<file path="src/hdl/spdtx_pkg.sv">
`default_nettype none
package spdtx_pkg;
    // Framing codes; code zero is I2S so an unset select gives I2S
    localparam logic [1:0] FMT_I2S       = 2'h0;
    localparam logic [1:0] FMT_LEFT_JUST = 2'h1;
    localparam logic [1:0] FMT_RIGHT_JUST = 2'h2;
    // Word width codes
    localparam logic [1:0] WW_16 = 2'h0;
    localparam logic [1:0] WW_18 = 2'h1;
    localparam logic [1:0] WW_20 = 2'h2;
    localparam logic [1:0] WW_24 = 2'h3;
    localparam int         WORD_MAX = 24;
    localparam logic [5:0] BITS_16 = 6'h10;
    localparam logic [5:0] BITS_18 = 6'h12;
    localparam logic [5:0] BITS_20 = 6'h14;
    localparam logic [5:0] BITS_24 = 6'h18;
    // Frame sync to MSB delay in serial clocks
    localparam logic [5:0] DLY_LJ   = 6'h00;
    localparam logic [5:0] DLY_I2S  = 6'h01;
    localparam logic [5:0] DLY_RJ16 = 6'h10;
    localparam logic [5:0] DLY_RJ18 = 6'h0E;
    localparam logic [5:0] DLY_RJ20 = 6'h0C;
    localparam logic [5:0] DLY_RJ24 = 6'h08;
    localparam logic [5:0] CNT_MAX  = 6'h3F;
    // Biphase clock is 128 x frame rate: oversample clock divided by 3 or 2
    localparam logic [1:0] DIV_384 = 2'h3;
    localparam logic [1:0] DIV_256 = 2'h2;
    localparam int         CORE_CLK_NS = 100;
endpackage : spdtx_pkg
`default_nettype wire

</file>
<file path="src/hdl/spdtx_input.sv">
`timescale 1ns/10ps
`default_nettype none
module spdtx_input
    import spdtx_pkg::*;
(
    input  wire logic        core_clk,
    input  wire logic        arst_n,
    input  wire logic        serial_clock,
    input  wire logic        frame_sync,
    input  wire logic        serial_data,
    input  wire logic        oversample_clock,
    input  wire logic [1:0]  frame_format,
    input  wire logic [1:0]  word_width,
    input  wire logic        os_ratio_384,
    output logic [23:0]      sample_data,
    output logic             sample_left,
    output logic             sample_valid,
    output logic             biphase_tick
);
    import spdtx_pkg::*;

    logic [3:0] pins_sync;
    logic       sck_s;
    logic       fs_s;
    logic       sd_s;
    logic       osc_s;
    logic       sck_prev;
    logic       osc_prev;
    logic       sck_rise;
    logic       osc_rise;
    logic       fs_prev;
    logic       fs_seen;
    logic       armed;
    logic       chan_fs;
    logic [5:0] cnt;
    logic [5:0] cur_idx;
    logic [5:0] start_idx;
    logic [5:0] nbits;
    logic [5:0] last_idx;
    logic       fs_edge;
    logic       in_word;
    logic       word_done;
    logic       fmt_i2s;
    logic [23:0] shreg;
    logic [23:0] next_shreg;
    logic [23:0] aligned;
    logic [1:0] div_cnt;
    logic [1:0] div_n;

    spdtx_sync #(
        .WIDTH (4)
    ) u_sync (
        .core_clk (core_clk),
        .arst_n   (arst_n),
        .async_in ({oversample_clock, serial_data, frame_sync, serial_clock}),
        .sync_out (pins_sync)
    );

    assign sck_s = pins_sync[0];
    assign fs_s  = pins_sync[1];
    assign sd_s  = pins_sync[2];
    assign osc_s = pins_sync[3];

    always_ff @(posedge core_clk or negedge arst_n) begin
        if (!arst_n) begin
            sck_prev <= 1'b0;
            osc_prev <= 1'b0;
        end else begin
            sck_prev <= sck_s;
            osc_prev <= osc_s;
        end
    end

    assign sck_rise = sck_s & ~sck_prev;
    assign osc_rise = osc_s & ~osc_prev;

    // Framing and width decode
    assign fmt_i2s = (frame_format != FMT_LEFT_JUST) && (frame_format != FMT_RIGHT_JUST);

    always_comb begin
        case (word_width)
            WW_16:   nbits = BITS_16;
            WW_18:   nbits = BITS_18;
            WW_20:   nbits = BITS_20;
            default: nbits = BITS_24;
        endcase
        if (fmt_i2s) begin
            start_idx = DLY_I2S;
        end else if (frame_format == FMT_LEFT_JUST) begin
            start_idx = DLY_LJ;
        end else begin
            case (word_width)
                WW_16:   start_idx = DLY_RJ16;
                WW_18:   start_idx = DLY_RJ18;
                WW_20:   start_idx = DLY_RJ20;
                default: start_idx = DLY_RJ24;
            endcase
        end
    end

    assign fs_edge   = fs_seen && (fs_s != fs_prev);
    assign cur_idx   = fs_edge ? 6'h00 : cnt;
    assign last_idx  = start_idx + nbits - 6'h01;
    assign in_word   = (armed || fs_edge) && (cur_idx >= start_idx) && (cur_idx <= last_idx);
    assign word_done = sck_rise && in_word && (cur_idx == last_idx);
    assign next_shreg = {shreg[22:0], sd_s};
    assign aligned   = next_shreg << (6'(WORD_MAX) - nbits);

    // Frame sync tracking; nothing is assembled before the first transition
    always_ff @(posedge core_clk or negedge arst_n) begin
        if (!arst_n) begin
            fs_prev <= 1'b0;
            fs_seen <= 1'b0;
            armed   <= 1'b0;
            chan_fs <= 1'b0;
        end else if (sck_rise) begin
            fs_prev <= fs_s;
            fs_seen <= 1'b1;
            if (fs_edge) begin
                armed   <= 1'b1;
                chan_fs <= fs_s;
            end
        end
    end

    always_ff @(posedge core_clk or negedge arst_n) begin
        if (!arst_n) begin
            cnt <= 6'h00;
        end else if (sck_rise) begin
            cnt <= (cur_idx == CNT_MAX) ? CNT_MAX : cur_idx + 6'h01;
        end
    end

    always_ff @(posedge core_clk or negedge arst_n) begin
        if (!arst_n) begin
            shreg <= 24'h000000;
        end else if (sck_rise && in_word) begin
            shreg <= next_shreg;
        end
    end

    always_ff @(posedge core_clk or negedge arst_n) begin
        if (!arst_n) begin
            sample_data  <= 24'h000000;
            sample_left  <= 1'b0;
            sample_valid <= 1'b0;
        end else begin
            sample_valid <= word_done;
            if (word_done) begin
                sample_data <= aligned;
                sample_left <= fmt_i2s ? ~chan_fs : chan_fs;
            end
        end
    end

    // Biphase clock divider on the oversample clock
    assign div_n = os_ratio_384 ? DIV_384 : DIV_256;

    always_ff @(posedge core_clk or negedge arst_n) begin
        if (!arst_n) begin
            div_cnt      <= 2'h0;
            biphase_tick <= 1'b0;
        end else begin
            biphase_tick <= 1'b0;
            if (osc_rise) begin
                if (div_cnt == div_n - 2'h1) begin
                    div_cnt      <= 2'h0;
                    biphase_tick <= 1'b1;
                end else if (div_cnt > div_n - 2'h1) begin
                    // Ratio lowered mid-count: restart rather than tick early
                    div_cnt <= 2'h0;
                end else begin
                    div_cnt <= div_cnt + 2'h1;
                end
            end
        end
    end

    AST_VALID_NEEDS_ARMED: assert property (@(posedge core_clk) disable iff (!arst_n)
        sample_valid |-> $past(armed) || $past(fs_edge))
        else $error("sample produced before first frame sync transition");

    AST_VALID_ON_SCK: assert property (@(posedge core_clk) disable iff (!arst_n)
        sample_valid |-> $past(sck_rise))
        else $error("sample completed without a rising serial clock");

    AST_LJ_END: assert property (@(posedge core_clk) disable iff (!arst_n)
        sample_valid && frame_format == FMT_LEFT_JUST |-> $past(cur_idx) == nbits - 6'h01)
        else $error("left-justified word ended at wrong bit");

    AST_I2S_END: assert property (@(posedge core_clk) disable iff (!arst_n)
        sample_valid && fmt_i2s |-> $past(cur_idx) == nbits)
        else $error("I2S word ended at wrong bit");

    AST_RJ_END: assert property (@(posedge core_clk) disable iff (!arst_n)
        sample_valid && frame_format == FMT_RIGHT_JUST |-> $past(cur_idx) == 6'h1F)
        else $error("right-justified LSB not just before next transition");

    AST_RJ24_START: assert property (@(posedge core_clk) disable iff (!arst_n)
        frame_format == FMT_RIGHT_JUST && word_width == WW_24 |-> start_idx == 6'h08)
        else $error("right-justified 24-bit MSB delay wrong");

    AST_LOW_ZERO: assert property (@(posedge core_clk) disable iff (!arst_n)
        sample_valid && word_width == WW_16 |-> sample_data[7:0] == 8'h00)
        else $error("unused low bits of short word not zero");

    AST_DEFAULT_I2S: assert property (@(posedge core_clk) disable iff (!arst_n)
        frame_format == FMT_I2S |-> fmt_i2s && start_idx == 6'h01)
        else $error("default framing is not I2S");

    AST_CHANNEL: assert property (@(posedge core_clk) disable iff (!arst_n)
        sample_valid && fmt_i2s |-> sample_left == ~$past(chan_fs))
        else $error("I2S channel polarity wrong");

    AST_BIPHASE_DIV: assert property (@(posedge core_clk) disable iff (!arst_n)
        biphase_tick |-> $past(osc_rise) && $past(div_cnt) == $past(div_n) - 2'h1)
        else $error("biphase tick not on the dividing oversample edge");
endmodule // spdtx_input
`default_nettype wire

</file>
<file path="src/hdl/spdtx_sync.sv">
`timescale 1ns/10ps
`default_nettype none
module spdtx_sync #(
    parameter int WIDTH = 4
) (
    input  wire logic             core_clk,
    input  wire logic             arst_n,
    input  wire logic [WIDTH-1:0] async_in,
    output logic      [WIDTH-1:0] sync_out
);
    logic [WIDTH-1:0] meta;

    if (WIDTH < 1) begin : g_bad_width
        $error("spdtx_sync: WIDTH must be at least 1");
    end

    for (genvar i = 0; i < WIDTH; i++) begin : g_bit
        always_ff @(posedge core_clk or negedge arst_n) begin
            if (!arst_n) begin
                meta[i]     <= 1'b0;
                sync_out[i] <= 1'b0;
            end else begin
                meta[i]     <= async_in[i];
                sync_out[i] <= meta[i];
            end
        end
    end
endmodule // spdtx_sync
`default_nettype wire
</file>
<file path="config.mk">
export PLATFORM = sky130hd
export DESIGN_NAME = spdtx_input
export DESIGN_NICKNAME = d
export VERILOG_FILES = /design/src/hdl/spdtx_pkg.sv /design/src/hdl/spdtx_input.sv /design/src/hdl/spdtx_sync.sv
export SDC_FILE = /design/constraint.sdc
export NUM_CORES = 1
export LEC_CHECK = 0
export BUFFER_PORTS_ARGS = -buffer_cell sky130_fd_sc_hd__buf_2
export CAP_MARGIN = 20
export CORE_MARGIN = 1
export CORE_UTILIZATION = 35
export CTS_BUF_LIST = sky130_fd_sc_hd__clkbuf_2 sky130_fd_sc_hd__clkbuf_4 sky130_fd_sc_hd__clkbuf_8
export CTS_CLUSTER_SIZE = 30
export DETAILED_ROUTE_END_ITERATION = 10
export PLACE_DENSITY = 0.59
export SKIP_CTS_REPAIR_TIMING = 1
export SLEW_MARGIN = 20
export SYNTH_ARGS = -nofsm -noshare
export SYNTH_HDL_FRONTEND = slang
export SYNTH_SLANG_ARGS = --single-unit
</file>
<file path="constraint.sdc">
create_clock -name core_clk -period 3.5 [get_ports core_clk]
set_input_delay 0.7 -clock core_clk [delete_from_list [all_inputs] [get_ports core_clk]]
set_output_delay 0.7 -clock core_clk [all_outputs]
set_load 0.01 [all_outputs]
</file>
==> results of run 1 <==
-- flip-flops by register name (all words and copies together) (netlist names), 2 cells and up --
register,flops
shreg,23
sample_data,24
u_sync.meta,4
u_sync.sync_out,4
cnt,6
div_cnt,2
-- kinds of logic after synthesis --
group	after synthesis
buffers and inverters	39
XOR/XNOR	4
adder cells (fa/ha/maj)	26
AO/OA/AOI/OAI	42
AND/OR/NAND/NOR	89
flip-flops	72
multiplexers	86
-- critical path, cell delays in order --
cell,delay (ns)
buf_6,0.10
ha_4,0.25
or3_4,0.35
ha_4,0.28
inv_4,0.03
ha_4,0.26
a21oi_2,0.05
xor2_1,0.16
ha_1,0.32
nand4_1,0.12
or3b_4,0.44
o31ai_4,0.08
nand3_4,0.17
buf_12,0.18
mux2_4,0.30
-- worst max path at each step --
stage,start,endpoint,slack (ns),cells after the start
3_3_place_gp,word_width[0],sample_data[20]$_DFFE_PN0P_,-0.44,15
6_report,frame_format[0],shreg[9]$_DFFE_PN0P_,-0.05,15
2_1_floorplan,word_width[0],sample_data[11]$_DFFE_PN0P_,-0.34,18
3_5_place_dp,word_width[0],shreg[5]$_DFFE_PN0P_,-0.54,16
5_1_grt,frame_format[1],shreg[9]$_DFFE_PN0P_,-0.14,16
4_1_cts,word_width[0],shreg[12]$_DFFE_PN0P_,-0.16,16
-- layout make-up --
class / instances / area (um2)
clock buffers: 12 / 158.9
clock inverters: 3 / 65.06
fillers: 1060 / 6391
inverters: 24 / 117.6
multi-input cells: 247 / 2317
flip-flops and latches: 72 / 1802
well taps: 143 / 178.9
repair buffers: 62 / 485.5
-- routing by layer --
| layer | up-vias | share of wire (%) | global-route usage (%) |
|---|---|---|---|
| li1 | 1385 | - | - |
| met1 | 1361 | 48 | 18.84 |
| met5 | - | 0 | 0 |
| met4 | 0 | 2.3 | 5.676 |
| met2 | 52 | 46 | 20.54 |
| met3 | 16 | 4.3 | 3.773 |
-- cell usage in the layout (no fill, tap or decap), drive strengths merged, types with 3 or more instances in the layout --
master / instances
ha: 25
buf: 60
xor2: 3
mux2i: 29
mux2: 48
nand2b: 9
nand2: 30
a21oi: 14
and2: 4
nor4b: 3
dfrtp: 72
clkbuf: 14
mux4: 9
o21ai: 10
nand3: 4
nor2: 27
nor3: 4
inv: 24
-- synthesized netlist by cell type (2+ instances only) --
master	number
buf_12	2
nand2b_1	8
a211oi_1	2
o21ai_0	10
o31ai_1	2
nor3_1	4
a21o_1	2
mux2i_1	29
a21oi_1	13
o22ai_1	2
xor2_1	3
mux2_4	17
nand3_1	3
nand2_1	29
ha_1	25
buf_2	4
nor4b_1	3
clkbuf_1	5
and2_1	4
nor2b_1	2
dfrtp_1	72
inv_1	24
buf_6	2
a31oi_1	2
mux2_2	31
mux4_2	9
nor2_1	27
-- stage by stage --
step / util (%) / std cells / hold slack (ns)
finish: 44.50 / 563 / 0.3205
global route: 44.50 / 563 / 0.3300
detailed placement: 40.81 / 544 / 0.3373
global placement: 40.81 / 544 / 0.3327
CTS: 42.75 / 559 / 0.3184
floorplan: - / 358 / 0.3312
-- power by group --
part | leakage (nW) | internal [mW] | switching [mW]
combinational | 1.51 | 0.320 | 0.333
clock | 0.116 | 0.443 | 0.295
sequential | 0.944 | 0.926 | 0.0817
==> run_results.csv, run 1 <==
group,metric,value,unit
critical_path,rrSetupSlack,0.51,ns
sta,hold_viol,0,
layout,diodes,0,
logic_synthesis,syn-num-nets,395,
run_status,violations,"design-rule violations, negative setup slack",
cts,clk_latency,0.35,ns
placed_design,post-dp-hpwl,5867,um
critical_path,cp.required,3.73,ns
cts,cts.sinks,72,
logic_synthesis,synth_area_leader_cell,"dfrtp_1",
power,power_density,468.1,nW/um2
cts,clk_path_buf_depth,2,
logic_synthesis,synth_simple_gate_area_share,10.61,%
run_status,status,"finished, violations left",
placed_design,gp_congestion,0.8161,
routing,vias_per_cell,4.998,
logic_synthesis,yosys_warnings,0,
logic_synthesis,synth_mux_area_share,26.27,%
placed_design,postPlaceCellArea,4700,um2
logic_synthesis,yosys-top-cells-area,"dfrtp_1 (43%), mux2_2 (8.4%), ha_1 (7.5%)",
critical_path,path_class,"input port to flop",
critical_path,critPathCaptureType,"flop",
global_route,grt_pass1_wl,13480,um
routing,drt_wl_total,8082,um
sta,tightest_slew,0.5451,ns
sta,slew_viol_final,0,
floorplanning,die_height,111.2,um
sta,min_period,3.553,ns
critical_path,startpoint_type,"input port",
global_route,grt_pass1_vias,2776,
critical_path,cp_max_fo,6,
floorplanning,start_util,36.27,%
logic_synthesis,synth-adder-area-share,7.969,%
routing,dr.pass1.iters,7,
critical_path,r2r-end,"sample_data[23]$_DFFE_PN0P_",
logic_synthesis,synth_enable_flop_cells,0,
logic_synthesis,ys_seq_area_share,43.14,%
sta,setup_slack,-0.05304,ns
sta,finClkSkew,0.008836,ns
floorplanning,coreArea,11520,um2
layout,drive_gt1_share,38.33,%
routing,num_vias,2814,
floorplanning,dieArea,12370,um2
logic_synthesis,synthArstFlopShare,100.0,%
cts,cts_tree,"done",
logic_synthesis,synth_compound_area_share,6.321,%
logic_synthesis,synth_top_area_share,43.14,%
critical_path,rr_worst_depth,10,
placed_design,dp_slack,-0.5387,ns
power,irDropWorstVdd,0.2102,mV
global_route,antenna_found_initial,0,
floorplanning,die_w,111.2,um
sta,worst_slew_margin_rel,63.66,%
sta,rsz0062_at_grt,"true",
logic_synthesis,ys_types,49,
layout,stdcell_area,5125,um2
floorplanning,pin_count,38,
routing,remaining_drc_errors,12,
layout,nets,453,
critical_path,worstPathArrival,3.79,ns
logic_synthesis,syn_area_per_cell,11.67,um2
cts,cts-buffers-inserted,9,
layout,area_growth,22.71,%
global_route,grt_overflow_total,0,
sta,fin_crit_sh,101.5,%
sta,max_freq,0.2814,GHz
power,totalPowerFinal,2.399,mW
logic_synthesis,synthXorXnorAreaFrac,0.8388,%
floorplanning,rows,39,
logic_synthesis,ys_ff_latch,72,
logic_synthesis,ys.flop_type,"dfrtp_1",
routing,drtAntennaViolNets,0,
sta,setup_violations,35,
routing,avgRoutedWirePerCell,14.36,um
placed_design,portBuffers,37,
cts,htreeDepth,3,
cts,root_buffer,"clkbuf_8",
global_route,grt_usage,13.79,%
cts,clkTransAtPathRegs,0.07,ns
logic_synthesis,syn_area,4177,um2
worst_hold_path,hold_path_class,"input port to asynchronous set/reset pin",
power,p_leak,2.568,nW
logic_synthesis,netlist_instances,358,
critical_path,r2r-start,"fs_prev$_DFFE_PN0P_",
flow_run,drv_cap,0,
logic_synthesis,synth_top_family_by_area,"multiplexers",
sta,fin_setup_tns,-0.6328,ns
routing,drt_iter0_markers,141,
global_route,grt_max_degree,29,
No activity file was read; power rests on OpenSTA's default activity.
==> inputs of run 2 (changes only) <==
- clock period: 3.5 -> 4.35 ns (I/O delays scaled with it)
==> run_results.csv, run 2 (synthesis gave the netlist of run 1 again) <==
group,metric,value,unit
critical_path,r2r-start,"fs_prev$_DFFE_PN0P_",
cts,htreeDepth,3,
critical_path,slowest_stage,"or3b_2",
sta,setup_slack,0.3339,ns
worst_hold_path,min_from,"u_sync.meta[2]$_DFF_PN0_",
run_status,violations,"design-rule violations",
critical_path,rrSetupSlack,1.32,ns
placed_design,dp_slack,-0.02487,ns
sta,slew_viol_final,0,
sta,max_freq,0.2490,GHz
critical_path,crit_start,"frame_format[0]",
floorplanning,die_height,111.2,um
power,irDropWorstVdd,0.1558,mV
floorplanning,start_util,36.27,%
global_route,grt_pass1_vias,2719,
sta,fin_crit_sh,92.32,%
cts,clk_latency,0.35,ns
global_route,grt_usage,13.69,%
layout,largest_reg_flops,24,
layout,diodes,0,
cts,root_buffer,"clkbuf_8",
routing,num_vias,2719,
layout,largestRegisters,"sample_data (24), shreg (23), cnt (6)",
power,power_density,387.4,nW/um2
sta,hold_viol,0,
layout,nets,436,
global_route,grt_max_degree,40,
critical_path,rr_worst_depth,10,
routing,avgRoutedWirePerCell,14.51,um
routing,drtAntennaViolNets,0,
floorplanning,pin_count,38,
sta,rsz0062_at_grt,"false",
worst_hold_path,hold_path_class,"flop to flop",
sta,min_period,4.016,ns
global_route,grt_pass1_wl,13440,um
floorplanning,dieArea,12370,um2
power,pwr-share-seq,44.4,%
power,switching_power,556.5,uW
cts,cts_tree,"done",
floorplanning,rows,39,
placed_design,gp_congestion,0.7919,
power,p_comb_share,25.3,%
sta,setup_violations,0,
placed_design,post-dp-hpwl,5962,um
sta,finClkSkew,0.01031,ns
critical_path,crit_family,"adder cells",
critical_path,startpoint_type,"input port",
sta,fin_setup_tns,0,ns
power,p_leak,2.422,nW
critical_path,r2r-end,"sample_data[2]$_DFFE_PN0P_",
critical_path,cp.required,4.58,ns
critical_path,path_class,"input port to flop",
layout,area_growth,13.09,%
sta,worst_slew_margin_rel,36.05,%
cts,clkTransAtPathRegs,0.07,ns
placed_design,portBuffers,37,
critical_path,cp_max_fo,23,
run_status,status,"finished, violations left",
power,p_int,1.273,mW
routing,dr.pass1.iters,7,
routing,drt_wl_total,7924,um
floorplanning,die_w,111.2,um
critical_path,worst_path_largest_cell_delay,0.49,ns
global_route,antenna_found_initial,0,
routing,vias_per_cell,4.980,
layout,layout_commonest_cell,"dfrtp_1",
floorplanning,coreArea,11520,um2
routing,remaining_drc_errors,10,
global_route,grt_overflow_total,0,
cts,clk_path_buf_depth,2,
layout,drive_gt1_share,30.77,%
critical_path,critPathMostFrequentCell,"ha_1",
power,swShare,30.42,%
worst_hold_path,worstHoldPathCells,0,
cts,cts-buffers-inserted,9,
critical_path,critPathCaptureType,"flop",
critical_path,critPathBufInv,3,
flow_run,drv_cap,0,
worst_hold_path,holdPathEnd,"u_sync.sync_out[2]$_DFF_PN0_",
layout,top_register,"sample_data",
layout,mostFrequentLayoutCells,"dfrtp_1 (72), buf_2 (37), mux2_2 (31)",
critical_path,path_cells,"buf_2 -> ha_1 -> nor2_1 -> nand2_1 -> ha_1 -> inv_1 -> ha_1 -> a21o_1 -> a21oi_1 -> xor2_1 -> ha_1 -> nand4_1 -> or3b_2 -> o31ai_1 -> nand3_2 -> buf_12 -> mux2_2",
sta,tightest_slew,0.9593,ns
power,power_frac_clock,30.3,%
critical_path,worstPathArrival,4.24,ns
routing,drt_iter0_markers,220,
cts,cts.sinks,72,
run 2: worst max path at each step:
stage | endpoint | slack [ns] | cells past startpoint
finish | shreg[15]$_DFFE_PN0P_ | 0.33 | 17
global route | shreg[15]$_DFFE_PN0P_ | 0.11 | 17
CTS | shreg[15]$_DFFE_PN0P_ | 0.36 | 17
detailed placement | shreg[7]$_DFFE_PN0P_ | -0.02 | 17
global placement | sample_data[11]$_DFFE_PN0P_ | 0.04 | 16
floorplan | sample_data[11]$_DFFE_PN0P_ | 0.02 | 18
run 2: per-layer routing:
layer / global-route usage, % / vias up / share of wire [%]
li1: - / 1341 / -
met1: 19.24 / 1327 / 51
met2: 20.17 / 39 / 44
met3: 2.460 / 12 / 2.3
met4: 6.847 / 0 / 2.0
met5: 0 / - / 0
run 2: worst reg2reg max path, delay by kind of cell (launching register included):
family / cells / cell delay [ns]
buf+inv: 1 / 0.21
compound gates: 2 / 0.81
xor+xnor: 1 / 0.25
simple gates: 4 / 0.61
mux: 1 / 0.38
fa+ha+maj: 1 / 0.27
flops: 1 / 0.40
run 2: through the flow:
| stage | power (mW) | hold slack [ns] | cell area (um2) | utilization, % | instances |
|---|---|---|---|---|---|
| finish | 1.830 | 0.3481 | 4723 | 41.01 | 546 |
| floorplan | 1.155 | 0.3312 | 4193 | - | 358 |
| global route | 1.939 | 0.3563 | 4723 | 41.01 | 546 |
| detailed placement | 1.289 | 0.3358 | 4513 | 39.19 | 531 |
| global placement | 1.274 | 0.3322 | 4513 | 39.19 | 531 |
| CTS | 1.852 | 0.3527 | 4723 | 41.01 | 546 |
run 2: power groups by stage:
stage / Combinational (mW) / Clock, mW / Sequential (mW)
floorplan: 0.340 / 0 / 0.815
global placement: 0.451 / 0 / 0.823
detailed placement: 0.463 / 0 / 0.826
CTS: 0.465 / 0.574 / 0.813
global route: 0.515 / 0.599 / 0.826
finish: 0.462 / 0.555 / 0.813
run 2: cell type report:
class                   count  area, um2
clock buffers              13      172.7
clock inverters             2      37.54
fillers                  1092       6793
inverters                  24      90.09
multi-input cells         247       2172
flip-flops and latches     72       1802
well taps                 143      178.9
repair buffers             45      270.3
==> inputs of run 3 (changes only) <==
- CORE_UTILIZATION: 35 -> 67
- GPL_TIMING_DRIVEN: unset -> 0
- PLACE_DENSITY: 0.59 -> 0.95
==> run_results.csv, run 3 (synthesis gave the netlist of run 1 again) <==
group,metric,value,unit
critical_path,critPathCaptureType,"flop",
floorplanning,pin_count,38,
cts,clkTransAtPathRegs,0.09,ns
layout,nFillCells,299,
floorplanning,die_height,80.96,um
run_status,status,"finished clean",
critical_path,cp_max_fo,10,
cts,root_buffer,"clkbuf_8",
layout,mostFrequentLayoutCells,"dfrtp_1 (72), buf_2 (38), mux2_2 (31)",
cts,clk_latency,0.37,ns
sta,hold_viol,0,
power,irDropWorstVdd,0.3632,mV
critical_path,cp.required,4.59,ns
cts,cts.sinks,72,
floorplanning,coreArea,5956,um2
power,p_leak,2.496,nW
routing,drt_iter0_markers,173,
sta,slew_viol_final,0,
power,p_comb_share,27.7,%
critical_path,path_class,"input port to flop",
power,power_density,394.5,nW/um2
power,swShare,33.27,%
floorplanning,die_w,80.96,um
power,power_frac_clock,29.3,%
critical_path,startpoint_type,"input port",
placed_design,postPlaceCellArea,4502,um2
routing,num_vias,3094,
power,p_int,1.267,mW
cts,cts_tree,"done",
floorplanning,dieArea,6554,um2
routing,avgRoutedWirePerCell,19.65,um
critical_path,critPathMostFrequentCell,"buf_2",
routing,dr.pass1.iters,6,
routing,drt_wl_total,9706,um
global_route,grt_overflow_total,0,
global_route,grt_max_degree,64,
flow_run,drv_cap,0,
routing,remaining_drc_errors,0,
layout,diodes,0,
layout,largest_reg_flops,24,
power,pwr-share-seq,43.0,%
critical_path,worstPathArrival,4.53,ns
sta,tightest_slew,0.5502,ns
sta,min_period,4.285,ns
layout,drive_gt1_share,33.17,%
global_route,grt_usage,31.19,%
sta,max_freq,0.2334,GHz
routing,drtAntennaViolNets,0,
layout,area_growth,15.28,%
global_route,grt_pass1_wl,14910,um
placed_design,portBuffers,37,
placed_design,gp_congestion,0.9396,
power,switching_power,631.9,uW
placed_design,post-dp-hpwl,6565,um
sta,fin_crit_sh,98.51,%
layout,layout_commonest_cell,"dfrtp_1",
cts,cts-buffers-inserted,9,
sta,worst_slew_margin_rel,62.80,%
global_route,antenna_found_initial,0,
cts,htreeDepth,3,
critical_path,path_cells,"buf_2 -> inv_1 -> ha_1 -> buf_2 -> buf_2 -> nor2_1 -> fa_1 -> a21o_1 -> a21oi_2 -> ha_1 -> nand4_1 -> or3b_4 -> o31ai_1 -> nand3_2 -> buf_4 -> buf_4 -> mux2_2",
floorplanning,rows,28,
global_route,grt_pass1_vias,2985,
sta,fin_setup_tns,0,ns
cts,clk_path_buf_depth,2,
critical_path,slowest_stage,"fa_1",
worst_hold_path,hold_path_class,"input port to asynchronous set/reset pin",
sta,finClkSkew,0.01654,ns
layout,largestRegisters,"sample_data (24), shreg (23), cnt (6)",
critical_path,worst_path_largest_cell_delay,0.46,ns
layout,stdcell_area,4815,um2
routing,vias_per_cell,6.263,
layout,top_register,"sample_data",
layout,nets,451,
sta,setup_violations,0,
floorplanning,start_util,70.13,%
run 3: cell types whose count changed in the layout (fill, tap and decap cells not counted), moves of 2 or more:
cell	before	now
clkbuf_8	12	10
a21oi_1	13	11
clkbuf_1	0	5
buf_6	0	2
buf_4	6	9
a21oi_2	1	3
run 3: stage by stage:
step / hold WS [ns] / instances / total power, mW / setup slack [ns] / util [%]
after floorplan: 0.3312 / 358 / 1.155 / 0.01828 / -
after global placement: 0.3331 / 470 / 1.256 / -0.3765 / 75.08
after detailed placement: 0.3364 / 471 / 1.302 / -0.4763 / 75.59
after CTS: 0.3285 / 487 / 1.857 / -0.1298 / 79.03
after global routing: 0.3280 / 494 / 1.982 / -0.08888 / 80.84
final: 0.3212 / 494 / 1.899 / 0.06472 / 80.84
run 3: power by group through the flow:
stage | combinational (mW) | clock [mW] | sequential (mW)
detailed placement | 0.477 | 0 | 0.825
global placement | 0.438 | 0 | 0.817
CTS | 0.489 | 0.554 | 0.814
floorplan | 0.340 | 0 | 0.815
global route | 0.573 | 0.585 | 0.825
finish | 0.525 | 0.556 | 0.818
run 3: area by class of cell:
cell class | instances | area, um2 | share of cell area [%]
multi-input cells | 247 | 2197 | 45.63
flip-flops and latches | 72 | 1802 | 37.42
repair buffers | 46 | 292.8 | 6.081
clock buffers | 10 | 137.6 | 2.859
plain buffers | 14 | 133.9 | 2.781
well taps | 75 | 93.84 | 1.949
inverters | 24 | 90.09 | 1.871
clock inverters | 6 | 67.56 | 1.403
run 3: path summary, 6_finish.rpt:
path                                         startpoint  slack [ns]  cells after the start                      endpoint
max reg2reg                u_sync.sync_out[1]$_DFF_PN0_        1.02                     11         shreg[10]$_DFFE_PN0P_
min                                              arst_n        0.32                      1            cnt[3]$_DFFE_PN0P_
max                                       word_width[1]        0.06                     17         shreg[10]$_DFFE_PN0P_
max in group asynchronous                        arst_n        3.48                      2         shreg[11]$_DFFE_PN0P_
min reg2reg                    u_sync.meta[0]$_DFF_PN0_        0.35                      0  u_sync.sync_out[0]$_DFF_PN0_
min in group core_clk          u_sync.meta[0]$_DFF_PN0_        0.35                      0  u_sync.sync_out[0]$_DFF_PN0_
run 3: metal layers:
metal	share of wire [%]	vias to the layer above	routed length, um	GRT usage (%)
met5	0	-	0	0
met4	3.3	0	318	15.18
met3	4.8	32	463	4.719
met2	50	129	4889	52.61
met1	42	1558	4035	39.22
li1	-	1375	-	-
run 3: critical path, delay by kind of cell:
kind | cells | cell delay [ns]
buffers and inverters | 6 | 1.21
muxes | 1 | 0.26
AOI/OAI and AO/OA | 3 | 0.47
and+or+nand+nor | 4 | 0.82
adders and majority gates | 3 | 0.89
